[src/core/psc_regs.vh]
// Function
// - Held input with pull-up: float, pull-up stays on
// - Held output keeps driving its previous level
// - Address pins in sleep hold last address
// - Software standby resets peripherals; pins become GPIO
`ifndef PSC_REGS_VH
`define PSC_REGS_VH

// Register byte offsets
`define PSC_SYSC_OFS       8'h00
`define PSC_CMD_OFS        8'h04
`define PSC_DDR_OFS        8'h08
`define PSC_DAT_OFS        8'h0c
`define PSC_PU_OFS         8'h10
`define PSC_OWN_OFS        8'h14
`define PSC_STAT_OFS       8'h18

// System control fields
`define PSC_RAMEN_BIT      0
`define PSC_MODE_LSB       1
`define PSC_MODE_MSB       2
`define PSC_CKDIR_BIT      3
`define PSC_SYSC_W         4
`define PSC_SYSC_RST       4'h7
`define PSC_MODE_SINGLE    2'h3

// Command fields
`define PSC_CMD_SLEEP_BIT  0
`define PSC_CMD_SWSTBY_BIT 1

// Status fields
`define PSC_STAT_ST_LSB    0
`define PSC_STAT_ST_MSB    2
`define PSC_STAT_RAM_BIT   4
`define PSC_STAT_EXIT_BIT  5
`define PSC_STAT_PIN_LSB   8
`define PSC_STAT_PIN_MSB   23

// Processing states
`define PSC_ST_W           3
`define PSC_ST_NORMAL      3'h0
`define PSC_ST_SLEEP       3'h1
`define PSC_ST_SWSTBY      3'h2
`define PSC_ST_RESET       3'h3
`define PSC_ST_HWSTBY      3'h4

// Pin counts
`define PSC_NPIN           16
`define PSC_NGEN           8

// Timing
`define PSC_CLK_NS         10
`define PSC_ENTRY_LEAD_CYC 10
`define PSC_EXIT_LEAD_NS   100
`define PSC_EXIT_LEAD_CYC  ((`PSC_EXIT_LEAD_NS+`PSC_CLK_NS-1)/`PSC_CLK_NS)
`define PSC_CNT_W          8
`define PSC_CNT_MAX        8'hff

// Bus answers
`define PSC_RESP_OKAY      2'h0
`define PSC_RESP_SLVERR    2'h2

`endif

[src/core/psc_pin_cell.v]
`timescale 1ns/1ps
`default_nettype none
`include "psc_regs.vh"

// One port pin: picks driver and pull-up per processing state
module psc_pin_cell (
	input  wire                 aclk,
	input  wire                 aresetn,
	input  wire [`PSC_ST_W-1:0] st,
	input  wire                 ddr,
	input  wire                 dat,
	input  wire                 pu_req,
	input  wire                 own,
	input  wire                 pout,
	input  wire                 poe,
	output reg                  pin_out,
	output reg                  pin_oe_n,
	output reg                  pin_pu
);

	// Pin state register
	always @(posedge aclk) begin
		if (!aresetn) begin
			pin_out  <= 1'b0;
			pin_oe_n <= 1'b1;
			pin_pu   <= 1'b0;
		end else begin
			case (st)
				// Reset and hardware standby float the pin
				`PSC_ST_RESET, `PSC_ST_HWSTBY: begin
					pin_out  <= 1'b0;
					pin_oe_n <= 1'b1;
					pin_pu   <= 1'b0;
				end
				// Sleep freezes the driver; pull-up only if floating
				`PSC_ST_SLEEP: begin
					pin_pu <= pin_oe_n & pu_req;
				end
				// Peripheral gone: plain port from direction/data
				`PSC_ST_SWSTBY: begin
					pin_out  <= dat;
					pin_oe_n <= ~ddr;
					pin_pu   <= ~ddr & pu_req;
				end
				// Normal run: peripheral or general port
				default: begin
					if (own) begin
						pin_out  <= pout;
						pin_oe_n <= ~poe;
						pin_pu   <= 1'b0;
					end else begin
						pin_out  <= dat;
						pin_oe_n <= ~ddr;
						pin_pu   <= ~ddr & pu_req;
					end
				end
			endcase
		end
	end

endmodule
`default_nettype wire

[src/core/psc_axil.v]
`timescale 1ns/1ps
`default_nettype none
`include "psc_regs.vh"

// AXI4-Lite slave front end; one write and one read in flight
module psc_axil (
	input  wire        aclk,
	input  wire        aresetn,
	input  wire [7:0]  awaddr,
	input  wire        awvalid,
	output reg         awready,
	input  wire [31:0] wdata,
	input  wire [3:0]  wstrb,
	input  wire        wvalid,
	output reg         wready,
	output reg  [1:0]  bresp,
	output reg         bvalid,
	input  wire        bready,
	input  wire [7:0]  araddr,
	input  wire        arvalid,
	output reg         arready,
	output reg  [31:0] rdata,
	output reg  [1:0]  rresp,
	output reg         rvalid,
	input  wire        rready,
	output reg         wr_pulse,
	output reg  [7:0]  wr_addr,
	output reg  [31:0] wr_data,
	output reg  [3:0]  wr_strb,
	input  wire        wr_hit,
	output reg  [7:0]  rd_addr,
	input  wire [31:0] rd_data,
	input  wire        rd_hit
);

	reg aw_full;  // Address captured
	reg w_full;   // Data captured
	reg rd_pend;  // Read address captured, data next

	// Write path: address and data in either order
	always @(posedge aclk) begin
		if (!aresetn) begin
			awready  <= 1'b1;
			wready   <= 1'b1;
			aw_full  <= 1'b0;
			w_full   <= 1'b0;
			bvalid   <= 1'b0;
			bresp    <= `PSC_RESP_OKAY;
			wr_pulse <= 1'b0;
			wr_addr  <= 8'h00;
			wr_data  <= 32'h0000_0000;
			wr_strb  <= 4'h0;
		end else begin
			wr_pulse <= 1'b0;
			if (awvalid && awready) begin
				wr_addr <= awaddr;
				aw_full <= 1'b1;
				awready <= 1'b0;
			end
			if (wvalid && wready) begin
				wr_data <= wdata;
				wr_strb <= wstrb;
				w_full  <= 1'b1;
				wready  <= 1'b0;
			end
			// Both halves present: commit and answer
			if (aw_full && w_full && !bvalid) begin
				wr_pulse <= wr_hit;
				bresp    <= wr_hit ? `PSC_RESP_OKAY : `PSC_RESP_SLVERR;
				bvalid   <= 1'b1;
				aw_full  <= 1'b0;
				w_full   <= 1'b0;
			end
			// Reopen only after the response is taken
			if (bvalid && bready) begin
				bvalid  <= 1'b0;
				awready <= 1'b1;
				wready  <= 1'b1;
			end
		end
	end

	// Read path: data one cycle after the address
	always @(posedge aclk) begin
		if (!aresetn) begin
			arready <= 1'b1;
			rd_pend <= 1'b0;
			rd_addr <= 8'h00;
			rvalid  <= 1'b0;
			rdata   <= 32'h0000_0000;
			rresp   <= `PSC_RESP_OKAY;
		end else begin
			if (arvalid && arready) begin
				rd_addr <= araddr;
				rd_pend <= 1'b1;
				arready <= 1'b0;
			end
			if (rd_pend) begin
				rdata   <= rd_hit ? rd_data : 32'h0000_0000;
				rresp   <= rd_hit ? `PSC_RESP_OKAY : `PSC_RESP_SLVERR;
				rvalid  <= 1'b1;
				rd_pend <= 1'b0;
			end
			if (rvalid && rready) begin
				rvalid  <= 1'b0;
				arready <= 1'b1;
			end
		end
	end

endmodule
`default_nettype wire

[src/core/psc_port_ctrl.v]
// Our own choices: the address map and the AXI4-Lite interface to the registers.
`timescale 1ns/1ps
`default_nettype none
`include "psc_regs.vh"

// Port state and standby controller
module psc_port_ctrl (
	input  wire                 aclk,
	input  wire                 aresetn,
	input  wire [7:0]           awaddr,
	input  wire                 awvalid,
	output wire                 awready,
	input  wire [31:0]          wdata,
	input  wire [3:0]           wstrb,
	input  wire                 wvalid,
	output wire                 wready,
	output wire [1:0]           bresp,
	output wire                 bvalid,
	input  wire                 bready,
	input  wire [7:0]           araddr,
	input  wire                 arvalid,
	output wire                 arready,
	output wire [31:0]          rdata,
	output wire [1:0]           rresp,
	output wire                 rvalid,
	input  wire                 rready,
	input  wire                 reset_n_pin,
	input  wire                 hw_standby_n_pin,
	input  wire                 wake_req,
	input  wire [7:0]           bus_addr,
	input  wire                 bus_addr_valid,
	input  wire                 bus_as_n,
	input  wire                 bus_wr_n,
	input  wire                 bus_rd_n,
	input  wire [`PSC_NGEN-1:0] periph_out,
	input  wire [`PSC_NGEN-1:0] periph_oe,
	input  wire [`PSC_NPIN-1:0] pin_in,
	output wire [`PSC_NPIN-1:0] pin_out,
	output wire [`PSC_NPIN-1:0] pin_oe_n,
	output wire [`PSC_NPIN-1:0] pin_pu,
	output reg  [2:0]           strobe_out,
	output reg  [2:0]           strobe_oe_n,
	output reg                  clk_pin_out,
	output reg                  clk_pin_oe_n,
	output reg                  ram_hold
);

	// Processing states
	localparam ST_NORMAL = `PSC_ST_NORMAL;
	localparam ST_SLEEP  = `PSC_ST_SLEEP;
	localparam ST_SWSTBY = `PSC_ST_SWSTBY;
	localparam ST_RESET  = `PSC_ST_RESET;
	localparam ST_HWSTBY = `PSC_ST_HWSTBY;

	// Lead-time thresholds in clock cycles
	localparam [`PSC_CNT_W-1:0] ENTRY_CYC = `PSC_ENTRY_LEAD_CYC;
	localparam [`PSC_CNT_W-1:0] EXIT_CYC  = `PSC_EXIT_LEAD_CYC;

	// Bus side wires
	wire                 wr_pulse;    // One-cycle register write
	wire [7:0]           wr_addr;     // Write byte address
	wire [31:0]          wr_data;     // Write data
	wire [3:0]           wr_strb;     // Byte lanes
	wire [7:0]           rd_addr;     // Read byte address
	reg  [31:0]          rd_data;     // Read mux
	wire                 wr_hit;      // Write address mapped
	wire                 rd_hit;      // Read address mapped

	// Software-visible state
	reg  [`PSC_SYSC_W-1:0]  system_control_reg; // RAM enable, mode, ck dir
	reg  [`PSC_NPIN-1:0]    pin_dir;            // Direction per pin
	reg  [`PSC_NPIN-1:0]    pin_data_bit;       // Output data per pin
	reg  [`PSC_NPIN-1:0]    pullup_control_bit; // Pull-up request
	reg  [`PSC_NGEN-1:0]    periph_own;         // Peripheral owns pin

	// Processing state machine
	reg  [`PSC_ST_W-1:0]    st;         // Current state
	reg  [`PSC_ST_W-1:0]    next_st;    // Next state

	// Standby sequence monitor
	reg  [`PSC_CNT_W-1:0]   rst_low_cnt; // Cycles reset pin held low
	reg                     hw_standby_n_pin_prev;   // Standby pin last cycle
	reg                     exit_ok;     // Last exit was well ordered

	// Last address driven by the bus
	reg  [7:0]              last_addr;
	reg                     clk_tgl;     // Divided clock for the pin

	// Mode decode
	wire ram_enable_bit = system_control_reg[`PSC_RAMEN_BIT];
	wire expanded = system_control_reg[`PSC_MODE_MSB:`PSC_MODE_LSB]
		!= `PSC_MODE_SINGLE;
	wire clk_dir = system_control_reg[`PSC_CKDIR_BIT];

	// Command decode
	wire cmd_wr = wr_pulse && (wr_addr == `PSC_CMD_OFS) && wr_strb[0];
	wire cmd_sleep  = cmd_wr && wr_data[`PSC_CMD_SLEEP_BIT];
	wire cmd_swstby = cmd_wr && wr_data[`PSC_CMD_SWSTBY_BIT];

	// Mapped-address check, shared by both directions
	function addr_ok;
		input [7:0] a;
		begin
			case (a)
				`PSC_SYSC_OFS, `PSC_CMD_OFS, `PSC_DDR_OFS,
				`PSC_DAT_OFS, `PSC_PU_OFS, `PSC_OWN_OFS,
				`PSC_STAT_OFS: addr_ok = 1'b1;
				default:       addr_ok = 1'b0;
			endcase
		end
	endfunction

	// Byte-lane merge for 16-bit registers
	function [15:0] merge16;
		input [15:0] old;
		input [31:0] d;
		input [3:0]  s;
		begin
			merge16 = {s[1] ? d[15:8] : old[15:8],
				s[0] ? d[7:0] : old[7:0]};
		end
	endfunction

	assign wr_hit = addr_ok(wr_addr);
	assign rd_hit = addr_ok(rd_addr);

	// Bus slave
	psc_axil u_axil (
		.aclk     (aclk),
		.aresetn  (aresetn),
		.awaddr   (awaddr),
		.awvalid  (awvalid),
		.awready  (awready),
		.wdata    (wdata),
		.wstrb    (wstrb),
		.wvalid   (wvalid),
		.wready   (wready),
		.bresp    (bresp),
		.bvalid   (bvalid),
		.bready   (bready),
		.araddr   (araddr),
		.arvalid  (arvalid),
		.arready  (arready),
		.rdata    (rdata),
		.rresp    (rresp),
		.rvalid   (rvalid),
		.rready   (rready),
		.wr_pulse (wr_pulse),
		.wr_addr  (wr_addr),
		.wr_data  (wr_data),
		.wr_strb  (wr_strb),
		.wr_hit   (wr_hit),
		.rd_addr  (rd_addr),
		.rd_data  (rd_data),
		.rd_hit   (rd_hit)
	);

	// Read mux
	always @* begin
		rd_data = 32'h0000_0000;
		case (rd_addr)
			`PSC_SYSC_OFS:  rd_data[`PSC_SYSC_W-1:0] = system_control_reg;
			`PSC_DDR_OFS:   rd_data[`PSC_NPIN-1:0] = pin_dir;
			`PSC_DAT_OFS:   rd_data[`PSC_NPIN-1:0] = pin_data_bit;
			`PSC_PU_OFS:    rd_data[`PSC_NPIN-1:0] = pullup_control_bit;
			`PSC_OWN_OFS:   rd_data[`PSC_NGEN-1:0] = periph_own;
			`PSC_STAT_OFS: begin
				rd_data[`PSC_STAT_ST_MSB:`PSC_STAT_ST_LSB] = st;
				rd_data[`PSC_STAT_RAM_BIT] = ram_hold;
				rd_data[`PSC_STAT_EXIT_BIT] = exit_ok;
				rd_data[`PSC_STAT_PIN_MSB:`PSC_STAT_PIN_LSB] = pin_in;
			end
			// Command register reads as zero
			default: rd_data = 32'h0000_0000;
		endcase
	end

	// Register writes; peripheral ownership cleared on software standby entry
	always @(posedge aclk) begin
		if (!aresetn) begin
			system_control_reg <= `PSC_SYSC_RST;
			pin_dir            <= 16'h0000;
			pin_data_bit       <= 16'h0000;
			pullup_control_bit <= 16'h0000;
			periph_own         <= 8'h00;
		end else begin
			if (wr_pulse && wr_addr == `PSC_SYSC_OFS && wr_strb[0])
				system_control_reg <= wr_data[`PSC_SYSC_W-1:0];
			if (wr_pulse && wr_addr == `PSC_DDR_OFS)
				pin_dir <= merge16(pin_dir, wr_data, wr_strb);
			if (wr_pulse && wr_addr == `PSC_DAT_OFS)
				pin_data_bit <= merge16(pin_data_bit, wr_data, wr_strb);
			if (wr_pulse && wr_addr == `PSC_PU_OFS)
				pullup_control_bit <=
					merge16(pullup_control_bit, wr_data, wr_strb);
			// Entering software standby re-initialises peripherals
			if (st != ST_SWSTBY && next_st == ST_SWSTBY)
				periph_own <= 8'h00;
			else if (wr_pulse && wr_addr == `PSC_OWN_OFS && wr_strb[0])
				periph_own <= wr_data[`PSC_NGEN-1:0];
		end
	end

	// Next processing state; standby pin outranks reset pin
	always @* begin
		next_st = st;
		if (!hw_standby_n_pin)
			next_st = ST_HWSTBY;
		else if (!reset_n_pin)
			next_st = ST_RESET;
		else begin
			case (st)
				ST_NORMAL: begin
					if (cmd_swstby)
						next_st = ST_SWSTBY;
					else if (cmd_sleep)
						next_st = ST_SLEEP;
				end
				// Any wake event resumes execution
				ST_SLEEP, ST_SWSTBY: begin
					if (wake_req)
						next_st = ST_NORMAL;
				end
				// Pins released: start running
				ST_RESET, ST_HWSTBY: next_st = ST_NORMAL;
				default: next_st = ST_NORMAL;
			endcase
		end
	end

	// State register
	always @(posedge aclk) begin
		if (!aresetn)
			st <= ST_RESET;
		else
			st <= next_st;
	end

	// Standby entry and exit ordering monitor
	always @(posedge aclk) begin
		if (!aresetn) begin
			rst_low_cnt <= 8'h00;
			hw_standby_n_pin_prev   <= 1'b1;
			ram_hold    <= 1'b0;
			exit_ok     <= 1'b0;
		end else begin
			hw_standby_n_pin_prev <= hw_standby_n_pin;
			// Saturating count of reset-low cycles
			if (reset_n_pin)
				rst_low_cnt <= 8'h00;
			else if (rst_low_cnt != `PSC_CNT_MAX)
				rst_low_cnt <= rst_low_cnt + 8'h01;
			// Falling standby: RAM kept only with enough lead
			// Counted cycles precede the fall, so release at the
			// same edge still counts
			if (hw_standby_n_pin_prev && !hw_standby_n_pin)
				ram_hold <= ram_enable_bit &&
					rst_low_cnt >= ENTRY_CYC;
			// Rising standby: was reset held low long enough
			if (!hw_standby_n_pin_prev && hw_standby_n_pin) begin
				exit_ok <= !reset_n_pin &&
					rst_low_cnt >= EXIT_CYC;
				// Bad wake-up order loses the retained contents
				if (reset_n_pin || rst_low_cnt < EXIT_CYC)
					ram_hold <= 1'b0;
			end
		end
	end

	// Address latch and clock divider
	always @(posedge aclk) begin
		if (!aresetn) begin
			last_addr <= 8'h00;
			clk_tgl   <= 1'b0;
		end else begin
			clk_tgl <= ~clk_tgl;
			// Only real accesses update; sleep then holds it
			if (bus_addr_valid && st == ST_NORMAL)
				last_addr <= bus_addr;
		end
	end

	// Pin cells: general port low byte, address port high byte
	genvar gi;
	generate
		for (gi = 0; gi < `PSC_NPIN; gi = gi + 1) begin : g_pin
			wire own_i;
			wire pout_i;
			wire poe_i;
			if (gi < `PSC_NGEN) begin : g_gen
				assign own_i  = periph_own[gi];
				assign pout_i = periph_out[gi];
				assign poe_i  = periph_oe[gi];
			end else begin : g_addr
				// Expanded modes hand the byte to the bus
				assign own_i  = expanded;
				assign pout_i = last_addr[gi-`PSC_NGEN];
				assign poe_i  = 1'b1;
			end
			psc_pin_cell u_cell (
				.aclk     (aclk),
				.aresetn  (aresetn),
				.st       (st),
				.ddr      (pin_dir[gi]),
				.dat      (pin_data_bit[gi]),
				.pu_req   (pullup_control_bit[gi]),
				.own      (own_i),
				.pout     (pout_i),
				.poe      (poe_i),
				.pin_out  (pin_out[gi]),
				.pin_oe_n (pin_oe_n[gi]),
				.pin_pu   (pin_pu[gi])
			);
		end
	endgenerate

	// Strobe pins: address_strobe_n, write, read
	always @(posedge aclk) begin
		if (!aresetn) begin
			strobe_out  <= 3'h7;
			strobe_oe_n <= 3'h7;
		end else if (!expanded) begin
			// Single-chip: strobes unused, left floating
			strobe_out  <= 3'h7;
			strobe_oe_n <= 3'h7;
		end else begin
			case (st)
				ST_NORMAL: begin
					strobe_out  <= {bus_as_n, bus_wr_n, bus_rd_n};
					strobe_oe_n <= 3'h0;
				end
				ST_HWSTBY: begin
					strobe_out  <= 3'h7;
					strobe_oe_n <= 3'h7;
				end
				// Reset, software standby and sleep park high
				default: begin
					strobe_out  <= 3'h7;
					strobe_oe_n <= 3'h0;
				end
			endcase
		end
	end

	// System clock pin
	always @(posedge aclk) begin
		if (!aresetn) begin
			clk_pin_out  <= 1'b1;
			clk_pin_oe_n <= 1'b1;
		end else begin
			case (st)
				// Running: expanded always, single-chip by direction
				ST_NORMAL, ST_SLEEP: begin
					clk_pin_out  <= clk_tgl;
					clk_pin_oe_n <= !(expanded || clk_dir);
				end
				// Clock stopped: hold high where driven
				ST_SWSTBY: begin
					clk_pin_out  <= 1'b1;
					clk_pin_oe_n <= !(expanded || clk_dir);
				end
				ST_RESET: begin
					clk_pin_out  <= clk_tgl;
					clk_pin_oe_n <= !expanded;
				end
				default: begin
					clk_pin_out  <= 1'b1;
					clk_pin_oe_n <= 1'b1;
				end
			endcase
		end
	end

endmodule
`default_nettype wire

[config.mk]
export PLATFORM = sky130hd
export DESIGN_NAME = psc_port_ctrl
export DESIGN_NICKNAME = d
export VERILOG_FILES = /design/src/core/psc_pin_cell.v /design/src/core/psc_axil.v /design/src/core/psc_port_ctrl.v
export VERILOG_INCLUDE_DIRS = /design/src /design/src/core
export SDC_FILE = /design/constraint.sdc
export NUM_CORES = 1
export LEC_CHECK = 0
export ABC_CLOCK_PERIOD_IN_PS = 2200
export BUFFER_PORTS_ARGS = -buffer_cell sky130_fd_sc_hd__buf_2
export CORE_UTILIZATION = 45
export DETAILED_ROUTE_END_ITERATION = 8
export HOLD_SLACK_MARGIN = 0.05
export PLACE_DENSITY = 0.71
export SETUP_SLACK_MARGIN = 0.15
export SYNTH_ARGS = -nofsm -noshare
export SYNTH_HDL_FRONTEND = slang
export SYNTH_SLANG_ARGS = --single-unit
[constraint.sdc]
create_clock -name aclk -period 2.2 [get_ports aclk]
set_input_delay 0.44 -clock aclk [delete_from_list [all_inputs] [get_ports aclk]]
set_output_delay 0.44 -clock aclk [all_outputs]
set_load 0.02 [all_outputs]
==> metrics.yaml <==
yosys:
  synth-edff-count: 0
  yosysTopAreaCellShare: 0.4558
  synth.ff_latch_count: 206
  postSynth.topFlopCell: "sky130_fd_sc_hd__dfxtp_1"
  yosysTopAreaCell: "sky130_fd_sc_hd__dfxtp_1"
  netlist-cell-type-count: 62
  synthesis.area_per_instance_um2: 8.625
  ys.warnings.count: 0
  post_synth_instance_area_um2: 9047
  synth_sequential_area_ratio: 0.4558
  ffs_w_async_s_r_synth: 0
  synthesis.instances: 1049
  ys_top_cells_by_area: "sky130_fd_sc_hd__dfxtp_1 (46%), sky130_fd_sc_hd__mux2i_1 (7.5%), sky130_fd_sc_hd__nand2_1 (7.1%)"
clock_network:
  clock_tree.buffer_depth: 3
  clock_sink_total: 206
  cts_root_buf: "sky130_fd_sc_hd__clkbuf_16"
  tritoncts: "yes"
  cts_inserted_buffers: 22
  cts_hold_buf: 0
  worst_setup_hold_path_clk_slew_ns: 0.06
  worst_skew_pair.late_latency_ns: 0.50
  h-tree-depth: 1
global_route:
  grt_use_met3: 0.03999
  grt_most_used_layer: "met2"
  use_met1: 0.3421
  grt_pass1_wl_um: 40260
  grt_overflow_total: 0
  antenna_found_initial: 1
  grt_use_total: 0.2499
  first_global_vias: 7501
  grt.met2_usage: 0.3932
  grt_max_degree: 75
finish:
  flow.area_growth_from_synthesis_pct: 17.84
  final_cell_mix: "sky130_fd_sc_hd__dfxtp_1 (206), sky130_fd_sc_hd__buf_2 (175), sky130_fd_sc_hd__nand2_1 (172), sky130_fd_sc_hd__nor2_1 (100), sky130_fd_sc_hd__a21oi_1 (78)"
  layout-drive-gt1-share: 0.2321
  fin_nets: 1290
  antennaDiodeCount: 0
  largest_reg_flops: 24
  largest-register: "u_axil.rdata"
  instances_no_fill: 1463
  leading_cell_type_in_the_layout_fill_and_taps_excluded: "sky130_fd_sc_hd__dfxtp_1"
place:
  placement.io_buffers: 175
  post-place-cells: 1422
  dp_hpwl_um: 18800
  gp_routability_congestion: 0.9100
sta:
  layout_worst_path_cycle_share: 0.9035
  setup_viol_count_final: 0
  tightest_slew_ns: 1.009
  setup_total_negative_slack_ns: 0
  finalHoldViolCount: 0
  clock-skew-final_ns: 0.01106
  achievable-frequency_mhz: 503.1
  final_max_slew_viol_count: 0
  unrepaired_setup_endpoints_after_global_routing: "yes"
  finalWorstPathRequiredPeriod_ns: 1.988
  max_slew_headroom: 0.3216
detailed_routing:
  antenna_violating_nets_post_route: 0
  drc_errors: 0
  initial_drc_count: 690
  detail_route.wl_per_cell_um: 17.68
  firstDrtPassIters: 6
  vias_post_dr: 8091
  detail_route.wirelength_um: 25870
  via_density_per_instance: 5.530
floorplanning:
  starting_utilization_of_the_core_area: 0.4618
  num_ports: 204
  die_x_um: 143.8
  design.core.area_um2: 19590
  die_y_um: 143.8
  die_area_um2: 20680
  std_cell_rows: 51
critical_path:
  critical_path.max_fanout: 12
  crit_path_top_delay_cell: "sky130_fd_sc_hd__or4b_1"
  path_class: "reg -> reg"
  timing.critical_path.to_type: "register"
  worst_setup_path_start_kind: "register"
  data_required_critical_path_ns: 2.57
  critical_path.cell_chain: "or4b_1 > nor4_4 > o21ai_2 > o31ai_4 > nor2_1"
  cpLargestDelayFamily: "simple AND/OR/NAND/NOR gates"
  total_buffers_and_inverters_traversed_by_the_critical_path: 0
  critical_path_arrival_ns: 2.36
  delay_of_the_slowest_critical_path_stage_ns: 0.59
worst_hold_path:
  worstHoldPathType: "in -> reg"
power:
  power_density_nw_per_um2: 755.7
  static-leakage-power_nw: 4.633
  vdd.ir_drop.worst_mv: 0.5793
outcome:
  outcome: "completed"
flow_run:
  maxCapViolCount: 0
-- power by group --
| group | switching, mW | leakage, nW | internal [mW] |
|---|---|---|---|
| clock | 1.46 | 0.333 | 2.03 |
| combinational | 0.432 | 2.63 | 0.249 |
| sequential | 0.0878 | 1.67 | 3.80 |
-- kinds of logic after synthesis --
group	share of synthesized area
multiplexers	0.08892
adder cells (fa/ha/maj)	0.002765
AO/OA/AOI/OAI	0.1705
flip-flops	0.4558
XOR/XNOR	0.002905
AND/OR/NAND/NOR	0.1998
buffers and inverters	0.07883
other	0.0004145
-- worst paths after layout --
check	slack, ns	cells past startpoint	startpoint	endpoint
hold / removal	0.13	2	bus_wr_n	strobe_out[1]
hold reg to reg	0.42	1	clk_tgl	clk_tgl
setup / recovery	0.21	5	st[2]	periph_own[2]
setup reg to reg	0.21	5	st[2]	periph_own[2]
-- final cells by class --
| class | count | area [um2] |
|---|---|---|
| clock buffer | 36 | 654.4 |
| tap | 265 | 331.6 |
| multi-input combinational | 723 | 4269 |
| sequential | 206 | 4124 |
| clock inverter | 4 | 23.77 |
| timing repair buffer | 216 | 1209 |
| inverter | 13 | 50.05 |
| fill | 1849 | 8929 |
-- cells in the mapped netlist, types with 4 or more instances --
master,number
sky130_fd_sc_hd__or3_1,6
sky130_fd_sc_hd__o22ai_1,16
sky130_fd_sc_hd__nor2_1,101
sky130_fd_sc_hd__or2_2,7
sky130_fd_sc_hd__o2bb2ai_1,4
sky130_fd_sc_hd__nand2b_1,8
sky130_fd_sc_hd__nand3_1,23
sky130_fd_sc_hd__clkbuf_1,46
sky130_fd_sc_hd__nor3_1,13
sky130_fd_sc_hd__buf_1,7
sky130_fd_sc_hd__o21ai_0,47
sky130_fd_sc_hd__a21oi_1,78
sky130_fd_sc_hd__mux2i_1,68
sky130_fd_sc_hd__and3_1,17
sky130_fd_sc_hd__a31oi_1,9
sky130_fd_sc_hd__o211a_1,8
sky130_fd_sc_hd__buf_4,60
sky130_fd_sc_hd__nor4_1,5
sky130_fd_sc_hd__dfxtp_1,206
sky130_fd_sc_hd__a22o_1,20
sky130_fd_sc_hd__nor2b_1,14
sky130_fd_sc_hd__nand2_1,172
sky130_fd_sc_hd__a222oi_1,11
sky130_fd_sc_hd__a22oi_1,11
sky130_fd_sc_hd__nand3b_1,4
sky130_fd_sc_hd__inv_1,13
sky130_fd_sc_hd__o21a_1,4
sky130_fd_sc_hd__nand4_1,5
sky130_fd_sc_hd__mux2_2,11
sky130_fd_sc_hd__and2_1,5
-- stage by stage --
| step | instance area, um2 | hold WS, ns | worst slack, ns | total power [mW] | utilization |
|---|---|---|---|---|---|
| global placement | 9953 | 0.3897 | 0.2698 | 4.615 | 0.5081 |
| global route | 10660 | 0.1220 | 0.1355 | 8.350 | 0.5442 |
| finish | 10660 | 0.1316 | 0.2123 | 8.057 | 0.5442 |
| CTS | 10630 | 0.1143 | 0.1857 | 8.089 | 0.5427 |
| detailed placement | 9953 | 0.4061 | 0.2433 | 4.625 | 0.5081 |
| floorplan | 9081 | 0.3793 | 0.3863 | 4.347 | - |
-- layer usage --
metal	share of wire	wire, um
met2	0.45	11590
met5	0.00046	12
met3	0.070	1812
met4	0.029	760
met1	0.45	11690
-- repair_timing --
action,4_1_cts,5_1_grt
setup buffers,0,1
endpoints found under the setup margin,0,12
resized for setup,0,3
Note: power is estimated with default switching activity, not from simulation.
